`src/readout_pkg.sv`:
```
// Shared constants for the sensor readout path and its receiver.
// Assumes both ends run on one 10 MHz master clock from the bench.
package readout_pkg;
    // ************************************************************
    // Array and lane geometry
    // ************************************************************
    localparam int ROWS = 2048;
    localparam int COLS = 2048;
    localparam int LANES = 16;
    localparam int COLS_PER_LANE = 128;
    localparam int OUT_PAIRS = LANES + 2;
    localparam int ROW_W = 11;
    localparam int COL_W = 7;
    localparam int LANE_W = 4;
    localparam logic [COL_W-1:0] COL_LAST = 7'h7F;

    // ************************************************************
    // Word formats
    // ************************************************************
    localparam int WORD10 = 10;
    localparam int WORD12 = 12;
    localparam int WORD_MAX = WORD12;
    localparam logic [WORD_MAX-1:0] CODE_MAX10 = 12'h3FF;
    localparam logic [WORD_MAX-1:0] CODE_MAX12 = 12'hFFF;
    localparam int ALIGN10 = WORD12 - WORD10;
    localparam int CTRL_DVAL = 11;
    localparam int CTRL_LVAL = 10;
    localparam int CTRL_FVAL = 9;

    // ************************************************************
    // Timing
    // ************************************************************
    localparam int MCLK_KHZ = 10000;
    localparam int LANE_MAX_KBPS = 480000;
    localparam int LINK_HALF_CYCLES = 4;
    localparam int LANE_KBPS = MCLK_KHZ / LINK_HALF_CYCLES;
    localparam logic [1:0] LINK_LOAD_PHASE = 2'h0;
    localparam logic [1:0] LINK_EDGE_PHASE = 2'h2;
    localparam logic [1:0] LINK_LAST_PHASE = 2'h3;
    localparam logic [3:0] SPI_HALF_LAST = 4'h7;
    localparam logic [3:0] SPI_BYTE_LAST = 4'h7;
    localparam logic [4:0] RESET_HOLD_CYCLES = 5'h10;
    localparam logic [1:0] FRAME_REQ_HOLD = 2'h2;

    // ************************************************************
    // Register map
    // ************************************************************
    localparam int ADDR_W = 7;
    localparam int TEMP_W = 16;
    localparam int CFG_REGS = 7;
    localparam int REG_FRAMES = 0;
    localparam int REG_WIN_START = 1;
    localparam int REG_WIN_ROWS = 2;
    localparam int REG_SUBSAMPLE = 3;
    localparam int REG_GAIN = 4;
    localparam int REG_OFFSET = 5;
    localparam int REG_MODE = 6;
    localparam logic [ADDR_W-1:0] ADDR_TEMP_A = 7'h7E;
    localparam logic [ADDR_W-1:0] ADDR_TEMP_B = 7'h7F;
    localparam logic [7:0] RST_FRAMES = 8'h01;
    localparam logic [7:0] RST_WIN_ROWS = 8'hFF;
    localparam int WIN_SHIFT = 3;
    localparam int MODE_RES12_BIT = 0;
    localparam int SUB_EN_BIT = 0;
    localparam int SPI_WRITE_BIT = 7;
endpackage

```
`src/readout_if.sv`:
```
// Pins between the sensor end and the receiver/controller end.
// Assumes the bench joins both ends and supplies the master clock.
`timescale 1ns/100ps
interface readout_if;
    logic [readout_pkg::LANES-1:0] lane_data;
    logic lane_ctrl;
    logic lane_clk;
    logic spi_clk;
    logic spi_en;
    logic spi_in;
    logic spi_out;
    logic frame_req;
    logic system_reset_low;

    modport sensor (
        output lane_data, lane_ctrl, lane_clk, spi_out,
        input spi_clk, spi_en, spi_in, frame_req, system_reset_low
    );
    modport receiver (
        input lane_data, lane_ctrl, lane_clk, spi_out,
        output spi_clk, spi_en, spi_in, frame_req, system_reset_low
    );
endinterface

```
`src/image_sensor_end.sv`:
```
// Sensor end: sequencer, pixel coding, lane serialiser and SPI registers.
// Assumes all link inputs are asynchronous pins; temperature input is local.
`timescale 1ns/100ps
// Notes on behaviour
// - Frame read out row after row, 2048x2048.
// - Each lane carries its own 128 columns.
// - Sixteen data lanes, one control, one clock.
// - Lane bit rate stays at most 480 Mbps.
// - Lane words are 10 or 12 bits.
// - DDR clock centred on data; receiver samples with it.
// - Control lane tells data, line, frame validity.
// - Converter code plus programmed digital offset.
// - Controller loads registers; sequencer uses them.
// - Window, subsample, gain, offset set by registers.
// - Configuration registers read back over SPI.
// - Temperature in registers 126, 127, burst read.
// - Temperature keeps working while sensor idles.
// - Inputs sampled on master clock rising edge.
// - Active-low reset clears sequencer, held at start.
// - Frame request high captures programmed frame count.
module image_sensor_end
    import readout_pkg::*;
(
    // Clock and reset
    input wire logic mclk_i,
    input wire logic rstn_i,
    // Temperature sensor sample
    input wire logic [TEMP_W-1:0] temp_sample_i,
    // Status
    output logic busy_o,
    // Pins toward the receiver
    readout_if.sensor link
);
    typedef enum logic [1:0] {SEQ_IDLE, SEQ_ROW, SEQ_GAP} seq_t;

    typedef struct packed {
        logic rst_s1;
        logic rst_s2;
        logic req_s1;
        logic req_s2;
        logic sclk_s1;
        logic sclk_s2;
        logic sclk_s3;
        logic en_s1;
        logic en_s2;
        logic din_s1;
        logic din_s2;
        logic hdr_done;
        logic [3:0] bit_cnt;
        logic [7:0] hdr;
        logic [7:0] rx;
        logic [7:0] tx;
        logic spi_out;
        logic [CFG_REGS-1:0][7:0] cfg;
        logic [TEMP_W-1:0] temp_snap;
        seq_t seq;
        logic req_pend;
        logic [7:0] frames_left;
        logic [ROW_W-1:0] row;
        logic [ROW_W:0] rows_left;
        logic [COL_W-1:0] col;
        logic res12;
        logic fval;
        logic [1:0] phase;
        logic [3:0] bit_idx;
        logic lclk;
        logic [LANES-1:0][WORD_MAX-1:0] sh;
        logic [WORD_MAX-1:0] ctrl;
        logic busy;
    } state_t;

    state_t s;
    state_t next_s;
    logic [LANES-1:0][WORD_MAX-1:0] pix;

    // ************************************************************
    // Pixel coding
    // ************************************************************
    // Stand-in for the analog column value, then gain, offset, clamp
    function automatic logic [WORD_MAX-1:0] pixel_code(
        input logic [ROW_W-1:0] row,
        input logic [COL_W-1:0] col,
        input logic [LANE_W-1:0] lane,
        input logic res12,
        input logic [7:0] gain,
        input logic [7:0] offs
    );
        logic [WORD_MAX-1:0] raw;
        logic [WORD_MAX-1:0] code;
        logic [WORD_MAX-1:0] top;
        logic [15:0] gained;
        logic [16:0] sum;
        raw = {row[5:0], lane[1:0], col[3:0]};
        code = res12 ? raw : {2'h0, raw[WORD_MAX-1:ALIGN10]};
        top = res12 ? CODE_MAX12 : CODE_MAX10;
        gained = {4'h0, code} << gain[1:0];
        sum = {1'b0, gained} + {9'h000, offs};
        pixel_code = (sum > {5'h00, top}) ? top : sum[WORD_MAX-1:0];
    endfunction

    // Lane l serves columns l*128 .. l*128+127
    for (genvar l = 0; l < LANES; l++) begin : g_lane
        assign pix[l] = pixel_code(s.row, s.col, LANE_W'(l), s.res12,
            s.cfg[REG_GAIN], s.cfg[REG_OFFSET]);
        assign link.lane_data[l] = s.sh[l][WORD_MAX-1];
    end

    assign link.lane_ctrl = s.ctrl[WORD_MAX-1];
    assign link.lane_clk = s.lclk;
    assign link.spi_out = s.spi_out;
    assign busy_o = s.busy;

    // ************************************************************
    // Register read mux
    // ************************************************************
    function automatic logic [7:0] reg_read(
        input logic [ADDR_W-1:0] addr,
        input logic [CFG_REGS-1:0][7:0] cfg,
        input logic [TEMP_W-1:0] temp
    );
        if (addr < ADDR_W'(CFG_REGS)) begin
            reg_read = cfg[addr[2:0]];
        end else if (addr == ADDR_TEMP_A) begin
            reg_read = temp[7:0];
        end else if (addr == ADDR_TEMP_B) begin
            reg_read = temp[15:8];
        end else begin
            reg_read = 8'h00;
        end
    endfunction

    // ************************************************************
    // Next state
    // ************************************************************
    always_comb begin
        logic rise;
        logic [7:0] hdr_n;
        logic [7:0] rx_n;
        logic [ADDR_W-1:0] addr_n;
        logic [TEMP_W-1:0] temp_n;
        logic [3:0] last_bit;
        next_s = s;
        rise = 1'b0;
        hdr_n = 8'h00;
        rx_n = 8'h00;
        addr_n = '0;
        temp_n = s.temp_snap;
        last_bit = s.res12 ? 4'(WORD12 - 1) : 4'(WORD10 - 1);

        // Pin synchronisers
        next_s.rst_s1 = link.system_reset_low;
        next_s.rst_s2 = s.rst_s1;
        next_s.req_s1 = link.frame_req;
        next_s.req_s2 = s.req_s1;
        next_s.sclk_s1 = link.spi_clk;
        next_s.sclk_s2 = s.sclk_s1;
        next_s.sclk_s3 = s.sclk_s2;
        next_s.en_s1 = link.spi_en;
        next_s.en_s2 = s.en_s1;
        next_s.din_s1 = link.spi_in;
        next_s.din_s2 = s.din_s1;
        rise = s.sclk_s2 & ~s.sclk_s3;

        // SPI slave: header (write bit, address), then data bytes, burst
        if (!s.en_s2) begin
            next_s.bit_cnt = 4'h0;
            next_s.hdr_done = 1'b0;
        end else if (rise && !s.hdr_done) begin
            hdr_n = {s.hdr[6:0], s.din_s2};
            next_s.hdr = hdr_n;
            next_s.bit_cnt = s.bit_cnt + 4'h1;
            if (s.bit_cnt == SPI_BYTE_LAST) begin
                next_s.hdr_done = 1'b1;
                next_s.bit_cnt = 4'h0;
                if (!hdr_n[SPI_WRITE_BIT]) begin
                    if (hdr_n[ADDR_W-1:0] == ADDR_TEMP_A) begin
                        temp_n = temp_sample_i;
                    end
                    next_s.temp_snap = temp_n;
                    next_s.tx = reg_read(hdr_n[ADDR_W-1:0], s.cfg, temp_n);
                    next_s.spi_out = next_s.tx[7];
                end
            end
        end else if (rise) begin
            rx_n = {s.rx[6:0], s.din_s2};
            next_s.rx = rx_n;
            addr_n = s.hdr[ADDR_W-1:0];
            next_s.bit_cnt = s.bit_cnt + 4'h1;
            next_s.tx = {s.tx[6:0], 1'b0};
            next_s.spi_out = s.tx[6];
            if (s.bit_cnt == SPI_BYTE_LAST) begin
                next_s.bit_cnt = 4'h0;
                if (s.hdr[SPI_WRITE_BIT] && addr_n < ADDR_W'(CFG_REGS)) begin
                    next_s.cfg[addr_n[2:0]] = rx_n;
                end
                next_s.hdr = {s.hdr[7], addr_n + 7'h01};
                next_s.tx = reg_read(addr_n + 7'h01, s.cfg, s.temp_snap);
                next_s.spi_out = next_s.tx[7];
            end
        end

        // Frame request: a high level sets the request, set wins
        next_s.req_pend = s.req_pend | s.req_s2;

        // Link timing: data moves at phase 0, clock edge at phase 2
        next_s.phase = (s.phase == LINK_LAST_PHASE) ? LINK_LOAD_PHASE : s.phase + 2'h1;
        if (s.phase == LINK_EDGE_PHASE) begin
            next_s.lclk = ~s.lclk;
        end
        if (s.phase == LINK_LOAD_PHASE) begin
            // One bit per clock edge, well below the lane limit
            next_s.bit_idx = (s.bit_idx == last_bit) ? 4'h0 : s.bit_idx + 4'h1;
            next_s.sh = s.sh << 1;
            next_s.ctrl = s.ctrl << 1;
            if (s.bit_idx == 4'h0) begin
                next_s.sh = '0;
                next_s.ctrl = '0;
                case (s.seq)
                    SEQ_IDLE: begin
                        next_s.res12 = s.cfg[REG_MODE][MODE_RES12_BIT];
                        next_s.fval = 1'b0;
                        if (s.frames_left != 8'h00 || s.req_pend) begin
                            next_s.seq = SEQ_ROW;
                            next_s.fval = 1'b1;
                            next_s.col = '0;
                            next_s.row = {s.cfg[REG_WIN_START], 3'h0};
                            next_s.rows_left = 12'(({4'h0, s.cfg[REG_WIN_ROWS]} + 12'h001)
                                << WIN_SHIFT) >> s.cfg[REG_SUBSAMPLE][SUB_EN_BIT];
                            if (s.frames_left == 8'h00) begin
                                next_s.req_pend = s.req_s2;
                                next_s.frames_left = (s.cfg[REG_FRAMES] == 8'h00) ?
                                    8'h01 : s.cfg[REG_FRAMES];
                            end
                        end
                    end
                    SEQ_ROW: begin
                        for (int l = 0; l < LANES; l++) begin
                            next_s.sh[l] = s.res12 ? pix[l] : pix[l] << ALIGN10;
                        end
                        next_s.ctrl[CTRL_DVAL] = 1'b1;
                        next_s.ctrl[CTRL_LVAL] = 1'b1;
                        next_s.ctrl[CTRL_FVAL] = 1'b1;
                        next_s.col = s.col + 7'h01;
                        if (s.col == COL_LAST) begin
                            next_s.seq = SEQ_GAP;
                        end
                    end
                    SEQ_GAP: begin
                        next_s.ctrl[CTRL_FVAL] = 1'b1;
                        next_s.row = s.row + ROW_W'(11'h001 << s.cfg[REG_SUBSAMPLE][SUB_EN_BIT]);
                        next_s.rows_left = s.rows_left - 12'h001;
                        next_s.seq = SEQ_ROW;
                        if (s.rows_left == 12'h001) begin
                            next_s.seq = SEQ_IDLE;
                            next_s.frames_left = s.frames_left - 8'h01;
                        end
                    end
                    default: begin
                        next_s.seq = SEQ_IDLE;
                    end
                endcase
            end
        end
        next_s.busy = (next_s.seq != SEQ_IDLE) || (next_s.frames_left != 8'h00);

        // Reset clears the sequencer; its own synchroniser keeps running
        if (!rstn_i || !s.rst_s2) begin
            next_s = '0;
            next_s.seq = SEQ_IDLE;
            next_s.cfg[REG_FRAMES] = RST_FRAMES;
            next_s.cfg[REG_WIN_ROWS] = RST_WIN_ROWS;
            if (rstn_i) begin
                next_s.rst_s1 = link.system_reset_low;
                next_s.rst_s2 = s.rst_s1;
            end
        end
    end

    always_ff @(posedge mclk_i) begin
        s <= next_s;
    end
endmodule // image_sensor_end

```
`src/flat_wrapper.sv`:
```
// flat-port wrapper written by rule: the top's interface ports become plain ports
module image_sensor_end_flat import readout_pkg::*;
  (mclk_i, rstn_i, temp_sample_i, busy_o, link_lane_data, link_lane_ctrl, link_lane_clk, link_spi_out, link_spi_clk, link_spi_en, link_spi_in, link_frame_req, link_system_reset_low);
  readout_if link_i ();
  input wire logic mclk_i;
  input wire logic rstn_i;
  input wire logic [TEMP_W-1:0] temp_sample_i;
  output logic busy_o;
  output wire logic [$bits(link_i.lane_data)-1:0] link_lane_data;
  output wire logic [$bits(link_i.lane_ctrl)-1:0] link_lane_ctrl;
  output wire logic [$bits(link_i.lane_clk)-1:0] link_lane_clk;
  output wire logic [$bits(link_i.spi_out)-1:0] link_spi_out;
  input wire logic [$bits(link_i.spi_clk)-1:0] link_spi_clk;
  input wire logic [$bits(link_i.spi_en)-1:0] link_spi_en;
  input wire logic [$bits(link_i.spi_in)-1:0] link_spi_in;
  input wire logic [$bits(link_i.frame_req)-1:0] link_frame_req;
  input wire logic [$bits(link_i.system_reset_low)-1:0] link_system_reset_low;
  assign link_lane_data = link_i.lane_data;
  assign link_lane_ctrl = link_i.lane_ctrl;
  assign link_lane_clk = link_i.lane_clk;
  assign link_spi_out = link_i.spi_out;
  assign link_i.spi_clk = link_spi_clk;
  assign link_i.spi_en = link_spi_en;
  assign link_i.spi_in = link_spi_in;
  assign link_i.frame_req = link_frame_req;
  assign link_i.system_reset_low = link_system_reset_low;
  image_sensor_end u_core (.mclk_i(mclk_i), .rstn_i(rstn_i), .temp_sample_i(temp_sample_i), .busy_o(busy_o), .link(link_i));
endmodule
```
`config.mk`:
```
export PLATFORM = sky130hd
export DESIGN_NAME = image_sensor_end_flat
export DESIGN_NICKNAME = d
export VERILOG_FILES = /design/src/readout_pkg.sv /design/src/readout_if.sv /design/src/image_sensor_end.sv /design/src/flat_wrapper.sv
export SDC_FILE = /design/constraint.sdc
export NUM_CORES = 1
export LEC_CHECK = 0
export BUFFER_PORTS_ARGS = -buffer_cell sky130_fd_sc_hd__buf_2
export CORE_MARGIN = 2
export CORE_UTILIZATION = 50
export CTS_BUF_LIST = sky130_fd_sc_hd__clkbuf_4
export DETAILED_ROUTE_END_ITERATION = 16
export PLACE_DENSITY = 0.68
export SLEW_MARGIN = 20
export SYNTH_ARGS = -nofsm -noshare
export SYNTH_HDL_FRONTEND = slang
export SYNTH_SLANG_ARGS = --single-unit
```
`constraint.sdc`:
```
create_clock -name mclk_i -period 4.7 [get_ports mclk_i]
set_input_delay 0.705 -clock mclk_i [delete_from_list [all_inputs] [get_ports mclk_i]]
set_output_delay 0.705 -clock mclk_i [all_outputs]
set_load 0.05 [all_outputs]
```
# == After elaboration in Yosys (flattened, before gate mapping) ==
# Index checks and enable logic that the tools add are counted.
# totals
ff_bits,368
elab_cells,210
input_bits,23
output_inout_bits,20
# classes
n_eq_ne,15
n_addsub,13
n_reduce_logical,34
n_mux,69
shift,6
n_lt_le_gt_ge,11
n_bitwise,7
# op_table
op,count
204-bit 2-to-1 mux,2
368-bit 2-to-1 mux,1
194-bit 2-to-1 mux,1
12-bit 2-to-1 mux,15
56-bit 2-to-1 mux,2
97-bit 2-to-1 mux,1
8-bit 2-to-1 mux,12
43-bit 2-to-1 mux,2
85-bit 2-to-1 mux,1
16-bit by 8-bit adder with 17-bit output,4
17-bit by 12-bit greater-than comparator with 1-bit output,4
65-bit 2-to-1 mux,1
16-bit 2-to-1 mux,4
12-bit by 2-bit << shifter with 16-bit output,4
31-bit one-hot mux with 2 select lines,1
56-bit bitwise mux,1
8-bit binary-select mux with 3-bit select,2
41-bit 2-to-1 mux,1
9-bit 2-to-1 mux,4
7-bit == test (second input constant),5
8-bit demux with 3-bit select,1
7-bit by 3-bit < comparator with 1-bit output (second input constant),3
8-bit zero test,2
4-bit AND reduction,4
other kinds (38),77

# == Longest topological paths before layout ==
# Gate-level depths: netlist (run 1).
# logic_depth
ltp_word,11
ltp_mapped,25
ltp_nobuf,18

# == Worst setup path before layout (run 1) ==
# OpenSTA, ideal clock, no wires.
# synth_path
path_kind,register -> register
from,register u_core.s[213] in the netlist's numbering
to,register u_core.s[111] in the netlist's numbering
arrival_ps,5054
t_required_ps,4558
n_path_buf,6
setup_time_ps,142
period_less_slack_ps,5196
setup_slack_ps,-496
path_stages_with_launch,23
path_cell_list,dfxtp_1 > buf_2 > inv_1 > clkbuf_1 > clkbuf_1 > buf_1 > a21oi_1 > and2_1 > fa_1 > clkbuf_1 > a211oi_1 > o21ai_0 > a31oi_1 > nor2_1 > xor2_1 > ha_1 > nand2_1 > nor3b_1 > and3_1 > a41oi_4 > nor4_4 > buf_6 > a31oi_1
# synth_via
elab_chain_len,8
elab_cells_between_ends,9
classes_between,add/sub: 1; order compare: 1; shift: 1; mux: 6
# synth_lines
item,line,rtl
from (decl),image_sensor_end.sv:72,state_t s;
from (signal assigned),image_sensor_end.sv:280,s <= next_s;
12-bit 2-to-1 mux,image_sensor_end.sv:94,"code = res12 ? raw : {2'h0, raw[WORD_MAX-1:ALIGN10]};"
12-bit by 2-bit << shifter with 16-bit output,image_sensor_end.sv:96,"gained = {4'h0, code} << gain[1:0];"
16-bit by 8-bit adder with 17-bit output,image_sensor_end.sv:97,"sum = {1'b0, gained} + {9'h000, offs};"
17-bit by 12-bit greater-than comparator with 1-bit output,image_sensor_end.sv:98,"pixel_code = (sum > {5'h00, top}) ? top : sum[WORD_MAX-1:0];"
12-bit 2-to-1 mux,image_sensor_end.sv:98,
12-bit 2-to-1 mux *,image_sensor_end.sv:238,next_s.sh[l] = s.res12 ? pix[l] : pix[l] << ALIGN10;
194-bit 2-to-1 mux *,image_sensor_end.sv:218,case (s.seq)
204-bit 2-to-1 mux *,image_sensor_end.sv:215,if (s.bit_idx == 4'h0) begin
# Mark *: on every way between the ends. The rest lies on a longest branch, timed or not.
# A chain may end at the register's enable or synchronous reset.

==> flow_summary.yaml, run 1 <==
min_path:
  hp-class: "in -> reg"
  worst_hold_path.endpoint: "u_core.s[367]"
  holdPathStages: 2
  min_from: "link_system_reset_low"
power_and_ir_drop:
  powerDensity_nw_per_um2: 260.3
  ir_drop_mv: 0.1531
  power.total_uw: 5819
  p_leak_uw: 0.007553
clock_network:
  post_cts_buffers: 0
  clk_latency_ns: 0.86
  cts_resized: 0
  cts_root_buffer: "clkbuf_4"
  h-tree-depth: 3
  numCtsBuffers: 95
  cts_max_path_buffers: 3
  cts.sinks: 351
  clk_transition_reported_paths_ns: 0.06
  cts_hold_buf: 0
  cts_tree: "built"
timing:
  finalCriticalPeriod_ns: 4.463
  setup_viol: 0
  hold_viol: 0
  fin_crit_sh: 0.9497
  timing.fmax_mhz: 224.0
  fin_skew_ns: 0.04713
  rsz0062_at_grt: "true"
  worst_pin_slew_ns: 1.206
  slew_viol_final: 0
  finalWorstSetupSlack_ns: 0.2366
  maxSlewHeadroom: 0.1960
critical_path:
  path_class: "reg -> reg"
  slowest_delay_ns: 0.54
  end_kind: "flip-flop"
  r2r_slack_ns: 0.24
  cp.required_ns: 5.35
  crit_path_top_delay_cell: "a2111oi_1"
  path_cells: "buf_4 > nand2_1 > o21ai_0 > a21oi_1 > ha_1 > a2111oi_1 > o21ai_0 > nand2_1 > nor2_1 > xor2_1 > ha_1 > nand4_1 > nor2b_1 > a41oi_2 > nor3_1 > a41oi_1"
  worstRegToRegCells: 16
  start_kind: "flip-flop"
  arrival_ns: 5.11
  critical_path_peak_fanout: 14
  r2r_end: "u_core.s[178]"
place:
  dp.final_hpwl_mm: 40.52
  dpl_cell_area_um2: 21150
  gp_congestion: 0.9556
  io_buffers: 42
  dp_cells: 3030
  place_ws_ns: 0.1356
cells_and_area:
  final_common_cell: "nand2_1"
  final_area_um2: 22350
  stdcell_count: 3194
  layout-drive-gt1-share: 0.1667
  syn2layout_area_growth_pct: 7.828
  final_cell_mix: "422 x nand2_1, 348 x dfxtp_1, 267 x a21oi_1"
  fillers: 3888
  post-route-util: 0.5474
  fin_nets: 2674
logic_synthesis:
  synth_async_sr_flop_share: 0
  synthSimpleGateAreaFrac: 0.1826
  synth.lib_cells_used.distinct: 100
  synthMuxAreaShare: 0.05299
  syn_area_um2: 20730
  netlist_instances: 2632
  avgSynthCellArea_um2: 7.876
  synth_edf_count: 0
  yosysWarnings: 0
  yosys.area_share.adder: 0.03501
  synth_top_family_by_area: "compound AO/OA/AOI/OAI gates"
  syn_nets: 2711
  synth-compound-area-share: 0.3072
  ys.flop_type: "dfxtp_1"
  yosysSeqAreaShare: 0.3390
  ys_ff_latch: 351
  synth_xor_area_frac: 0.02481
outcome:
  status: "complete, no violations"
grt:
  track_usage: 0.2707
  antenna_found_initial: 2
  grt_first_pass_wirelength_mm: 96.97
  grt_pass1_vias: 18590
  grt_max_degree: 275
  gr-total-overflow: 0
floorplanning:
  die_h_um: 207.6
  dieWidth_um: 207.6
  core_um2: 40830
  die_area_um2: 43100
  ios: 43
  start_util: 0.5077
  rows: 74
detailed_routing:
  drc_errors: 0
  drt-initial-drc-count: 1934
  post_drt_wl_per_cell_um: 18.86
  totalWireLength_mm: 60.24
  vias: 20160
  vias_per_cell: 6.311
  dr.pass1.iters: 6
  postRouteAntennaNets: 0
job:
  maxCapViolCount: 0
how the worst max path moves through the flow:
| stage | start | endpoint | slack (ns) | depth (start not counted) |
|---|---|---|---|---|
| 6_report | flip-flop | u_core.s[178] | 0.24 | 16 |
| 5_1_grt | flip-flop | u_core.s[73] | -0.04 | 16 |
| 4_1_cts | flip-flop | u_core.s[184] | 0.11 | 18 |
| 3_5_place_dp | flip-flop | u_core.s[100] | 0.14 | 17 |
| 3_3_place_gp | flip-flop | u_core.link.lane_data[0] | 0.26 | 17 |
| 2_1_floorplan | u_core.s[213] | u_core.s[111] | 0.0009 | 24 |
cells in the mapped netlist (9+ instances only):
library cell / n / share of area
ha_1: 54 / 0.033
mux2_2: 15 / 0.0081
o32ai_1: 10 / 0.0042
buf_1: 9 / 0.0016
a31o_2: 95 / 0.040
or3_1: 13 / 0.0039
clkbuf_1: 182 / 0.033
a211oi_1: 32 / 0.012
a31oi_1: 113 / 0.034
o221ai_1: 18 / 0.0076
xnor2_1: 32 / 0.014
nand4_1: 19 / 0.0057
buf_4: 19 / 0.0069
mux2i_1: 52 / 0.025
o21ai_0: 239 / 0.058
nor2_1: 154 / 0.028
nand2b_1: 12 / 0.0036
a22oi_1: 10 / 0.0036
dfxtp_1: 351 / 0.34
xor2_1: 23 / 0.0097
inv_1: 39 / 0.0071
nand2_1: 424 / 0.077
mux4_2: 17 / 0.018
a21oi_1: 267 / 0.064
o211ai_1: 25 / 0.0091
nand3_1: 66 / 0.016
and2_1: 25 / 0.0075
nor3_1: 48 / 0.012
and3_1: 25 / 0.0075
a221oi_1: 16 / 0.0068
a41oi_1: 21 / 0.0089
buf_2: 17 / 0.0041
a21o_1: 12 / 0.0043
nor4_1: 12 / 0.0036
per-layer routing:
layer	track usage	routed length (um)	vias to the layer above
met5	0	0	-
met4	0.1012	1752	0
met3	0.04750	3798	121
met2	0.4379	28430	744
met1	0.3618	26260	9627
li1	-	-	9665
worst max-delay path, delay by kind of cell, from the launching register on:
kind | cells | cell delay [ns]
DFF | 1 | 0.45
and+or+nand+nor | 6 | 1.12
xor gates and xnor gates | 1 | 0.37
buffers and inverters | 1 | 0.26
adders and majority gates | 2 | 0.44
AOI/OAI and AO/OA | 6 | 1.64
final cells by class:
| class | count | area (um^2) | area share |
|---|---|---|---|
| Sequential cell | 351 | 7030 | 0.3145 |
| Clock buffer | 149 | 1119 | 0.05004 |
| Multi-Input combinational cell | 2004 | 12580 | 0.5626 |
| Inverter | 41 | 153.9 | 0.006885 |
| Clock inverter | 11 | 46.29 | 0.002071 |
| Antenna cell | 4 | 10.01 | 0.0004478 |
| Tap cell | 532 | 665.6 | 0.02978 |
| Timing Repair Buffer | 102 | 752.0 | 0.03364 |
report_power, final:
group	internal (uW)	total, uW	switching (uW)	leakage (uW)
registers	2980	2980	2.45	0.00283
logic	37.3	138	101	0.00402
clock network	1420	2700	1280	0.000706
cells by family (layout without fill, tap and decap cells):
| group | after synthesis | after routing |
|---|---|---|
| DFF | 351 | 351 |
| AOI/OAI and AO/OA | 963 | 963 |
| and+or+nand+nor | 842 | 842 |
| buffers and inverters | 277 | 303 |
| muxes | 85 | 85 |
| other | 0 | 4 |
| xor gates and xnor gates | 57 | 57 |
| adders and majority gates | 57 | 57 |
metrics by stage:
stage	setup TNS, ns	hold WS, ns
2_1_floorplan	0	0.4108
3_3_place_gp	0	0.4187
3_5_place_dp	0	0.4266
4_1_cts	0	0.009113
5_1_grt	-0.1131	0.01779
6_report	0	0.07716
Note: power is estimated with default switching activity, not from simulation.
==> inputs of run 2 (changes only) <==
Settings changed: CORE_MARGIN 2 to 5.
==> run 2 against run 1 <==
Clock-buffer cell count is 7 lower. Power about the same. Core utilization increased by 0.078 points. Worst setup slack worse by 0.020 ns. Combinational power hardly changed. Wire length shrank 0.64%. Largest power group unchanged.
==> flow_summary.yaml, run 2 (synthesis gave the netlist of run 1 again) <==
outcome:
  status: "complete, no violations"
place:
  dpl_cell_area_um2: 21150
  dp_cells: 3032
  io_buffers: 42
  gp_congestion: 0.9787
  dp.final_hpwl_mm: 40.44
  place_ws_ns: 0.1989
cells_and_area:
  final_area_um2: 22440
  stdcell_count: 3199
  layout-drive-gt1-share: 0.1679
  final_cell_mix: "422 x nand2_1, 348 x dfxtp_1, 267 x a21oi_1"
  final_common_cell: "nand2_1"
  syn2layout_area_growth_pct: 8.227
  fin_nets: 2678
timing:
  timing.fmax_mhz: 223.0
  worst_pin_slew_ns: 1.120
  fin_crit_sh: 0.9540
  slew_viol_final: 0
  maxSlewHeadroom: 0.2516
  fin_skew_ns: 0.05184
  hold_viol: 0
  finalWorstSetupSlack_ns: 0.2163
  rsz0062_at_grt: "true"
  setup_viol: 0
  finalCriticalPeriod_ns: 4.484
critical_path:
  end_kind: "flip-flop"
  worstRegToRegCells: 18
  path_class: "reg -> reg"
  arrival_ns: 5.16
  cp.required_ns: 5.37
  critical_path_peak_fanout: 40
  r2r_slack_ns: 0.22
  start_kind: "flip-flop"
  r2r_end: "u_core.s[201]"
grt:
  grt_pass1_vias: 18510
  antenna_found_initial: 2
  gr-total-overflow: 0
  track_usage: 0.2549
  grt_max_degree: 198
  grt_first_pass_wirelength_mm: 96.59
detailed_routing:
  totalWireLength_mm: 59.86
  vias_per_cell: 6.269
  vias: 20060
  postRouteAntennaNets: 0
  post_drt_wl_per_cell_um: 18.71
  drc_errors: 0
  drt-initial-drc-count: 1909
  dr.pass1.iters: 6
clock_network:
  cts_root_buffer: "clkbuf_4"
  cts_max_path_buffers: 3
  cts_tree: "built"
  clk_latency_ns: 0.86
  clk_transition_reported_paths_ns: 0.06
  cts.sinks: 351
  cts_hold_buf: 0
  numCtsBuffers: 96
  h-tree-depth: 3
job:
  maxCapViolCount: 0
floorplanning:
  rows: 74
  die_h_um: 213.6
  start_util: 0.5065
  core_um2: 40920
  die_area_um2: 45630
  ios: 43
  dieWidth_um: 213.6
power_and_ir_drop:
  ir_drop_mv: 0.1877
  power.total_uw: 5820
  p_leak_uw: 0.007565
  powerDensity_nw_per_um2: 259.4
min_path:
  hp-class: "in -> reg"
  min_from: "link_system_reset_low"
  holdPathStages: 2
  worst_hold_path.endpoint: "u_core.s[367]"
## run 2: layer usage
metal	global-route usage	up-vias	share of wire
met4	0.1024	0	0.035
met3	0.04331	148	0.059
met2	0.4141	694	0.47
li1	-	9681	-
met1	0.3399	9533	0.44
met5	0	-	0
## run 2: report_power, final
part	switching [uW]	total [uW]	internal, uW
combinational	101	138	37.3
sequential	2.57	2980	2980
clock	1280	2700	1420
## run 2: final cells by class
class | count | area [um^2]
Multi-Input combinational cell | 2004 | 12650
Clock inverter | 20 | 108.9
Sequential cell | 351 | 7036
Inverter | 41 | 153.9
Antenna cell | 4 | 10.01
Clock buffer | 142 | 1066
Fill cell | 3907 | 18490
Timing Repair Buffer | 105 | 749.5
Tap cell | 532 | 665.6
## run 2: worst max-delay path by stage
stage / endpoint / cells after the start / slack (ns) / from
6_report: u_core.s[201] / 18 / 0.22 / flip-flop
4_1_cts: u_core.s[134] / 18 / 0.14 / flip-flop
5_1_grt: u_core.s[121] / 17 / -0.02 / u_core.s[213]
2_1_floorplan: u_core.s[111] / 24 / 0.0009 / u_core.s[213]
3_5_place_dp: u_core.s[124] / 16 / 0.20 / flip-flop
3_3_place_gp: u_core.s[28] / 16 / 0.32 / flip-flop
## run 2: repair_timing
| action | CTS | global route |
|---|---|---|
| resized for setup | 0 | 15 |
| setup endpoints to repair | 0 | 185 |
| setup buffers | 0 | 1 |
## run 2: per-stage QoR
stage	setup TNS [ns]	hold slack (ns)	utilization
after floorplan	0	0.4108	-
after global placement	0	0.4252	0.5165
after detailed placement	0	0.4191	0.5168
after CTS	0	0.02284	0.5455
after global routing	-0.08100	0.02479	0.5481
final	0	0.07106	0.5482
## run 2: worst max-delay path, cell delays in order (launching register included)
cell and delay, ns:
dfxtp_1 0.41, buf_12 0.21, mux2i_2 0.31, nand2_1 0.20
nand2_1 0.15, o21ai_0 0.13, ha_1 0.38, o21a_1 0.13
o21ai_0 0.31, a32oi_2 0.15, a31oi_1 0.16, a31oi_1 0.09
ha_1 0.33, nand4_1 0.08, nor4_1 0.19, a41oi_1 0.26
nor4_2 0.41, buf_12 0.25, a31oi_1 0.11
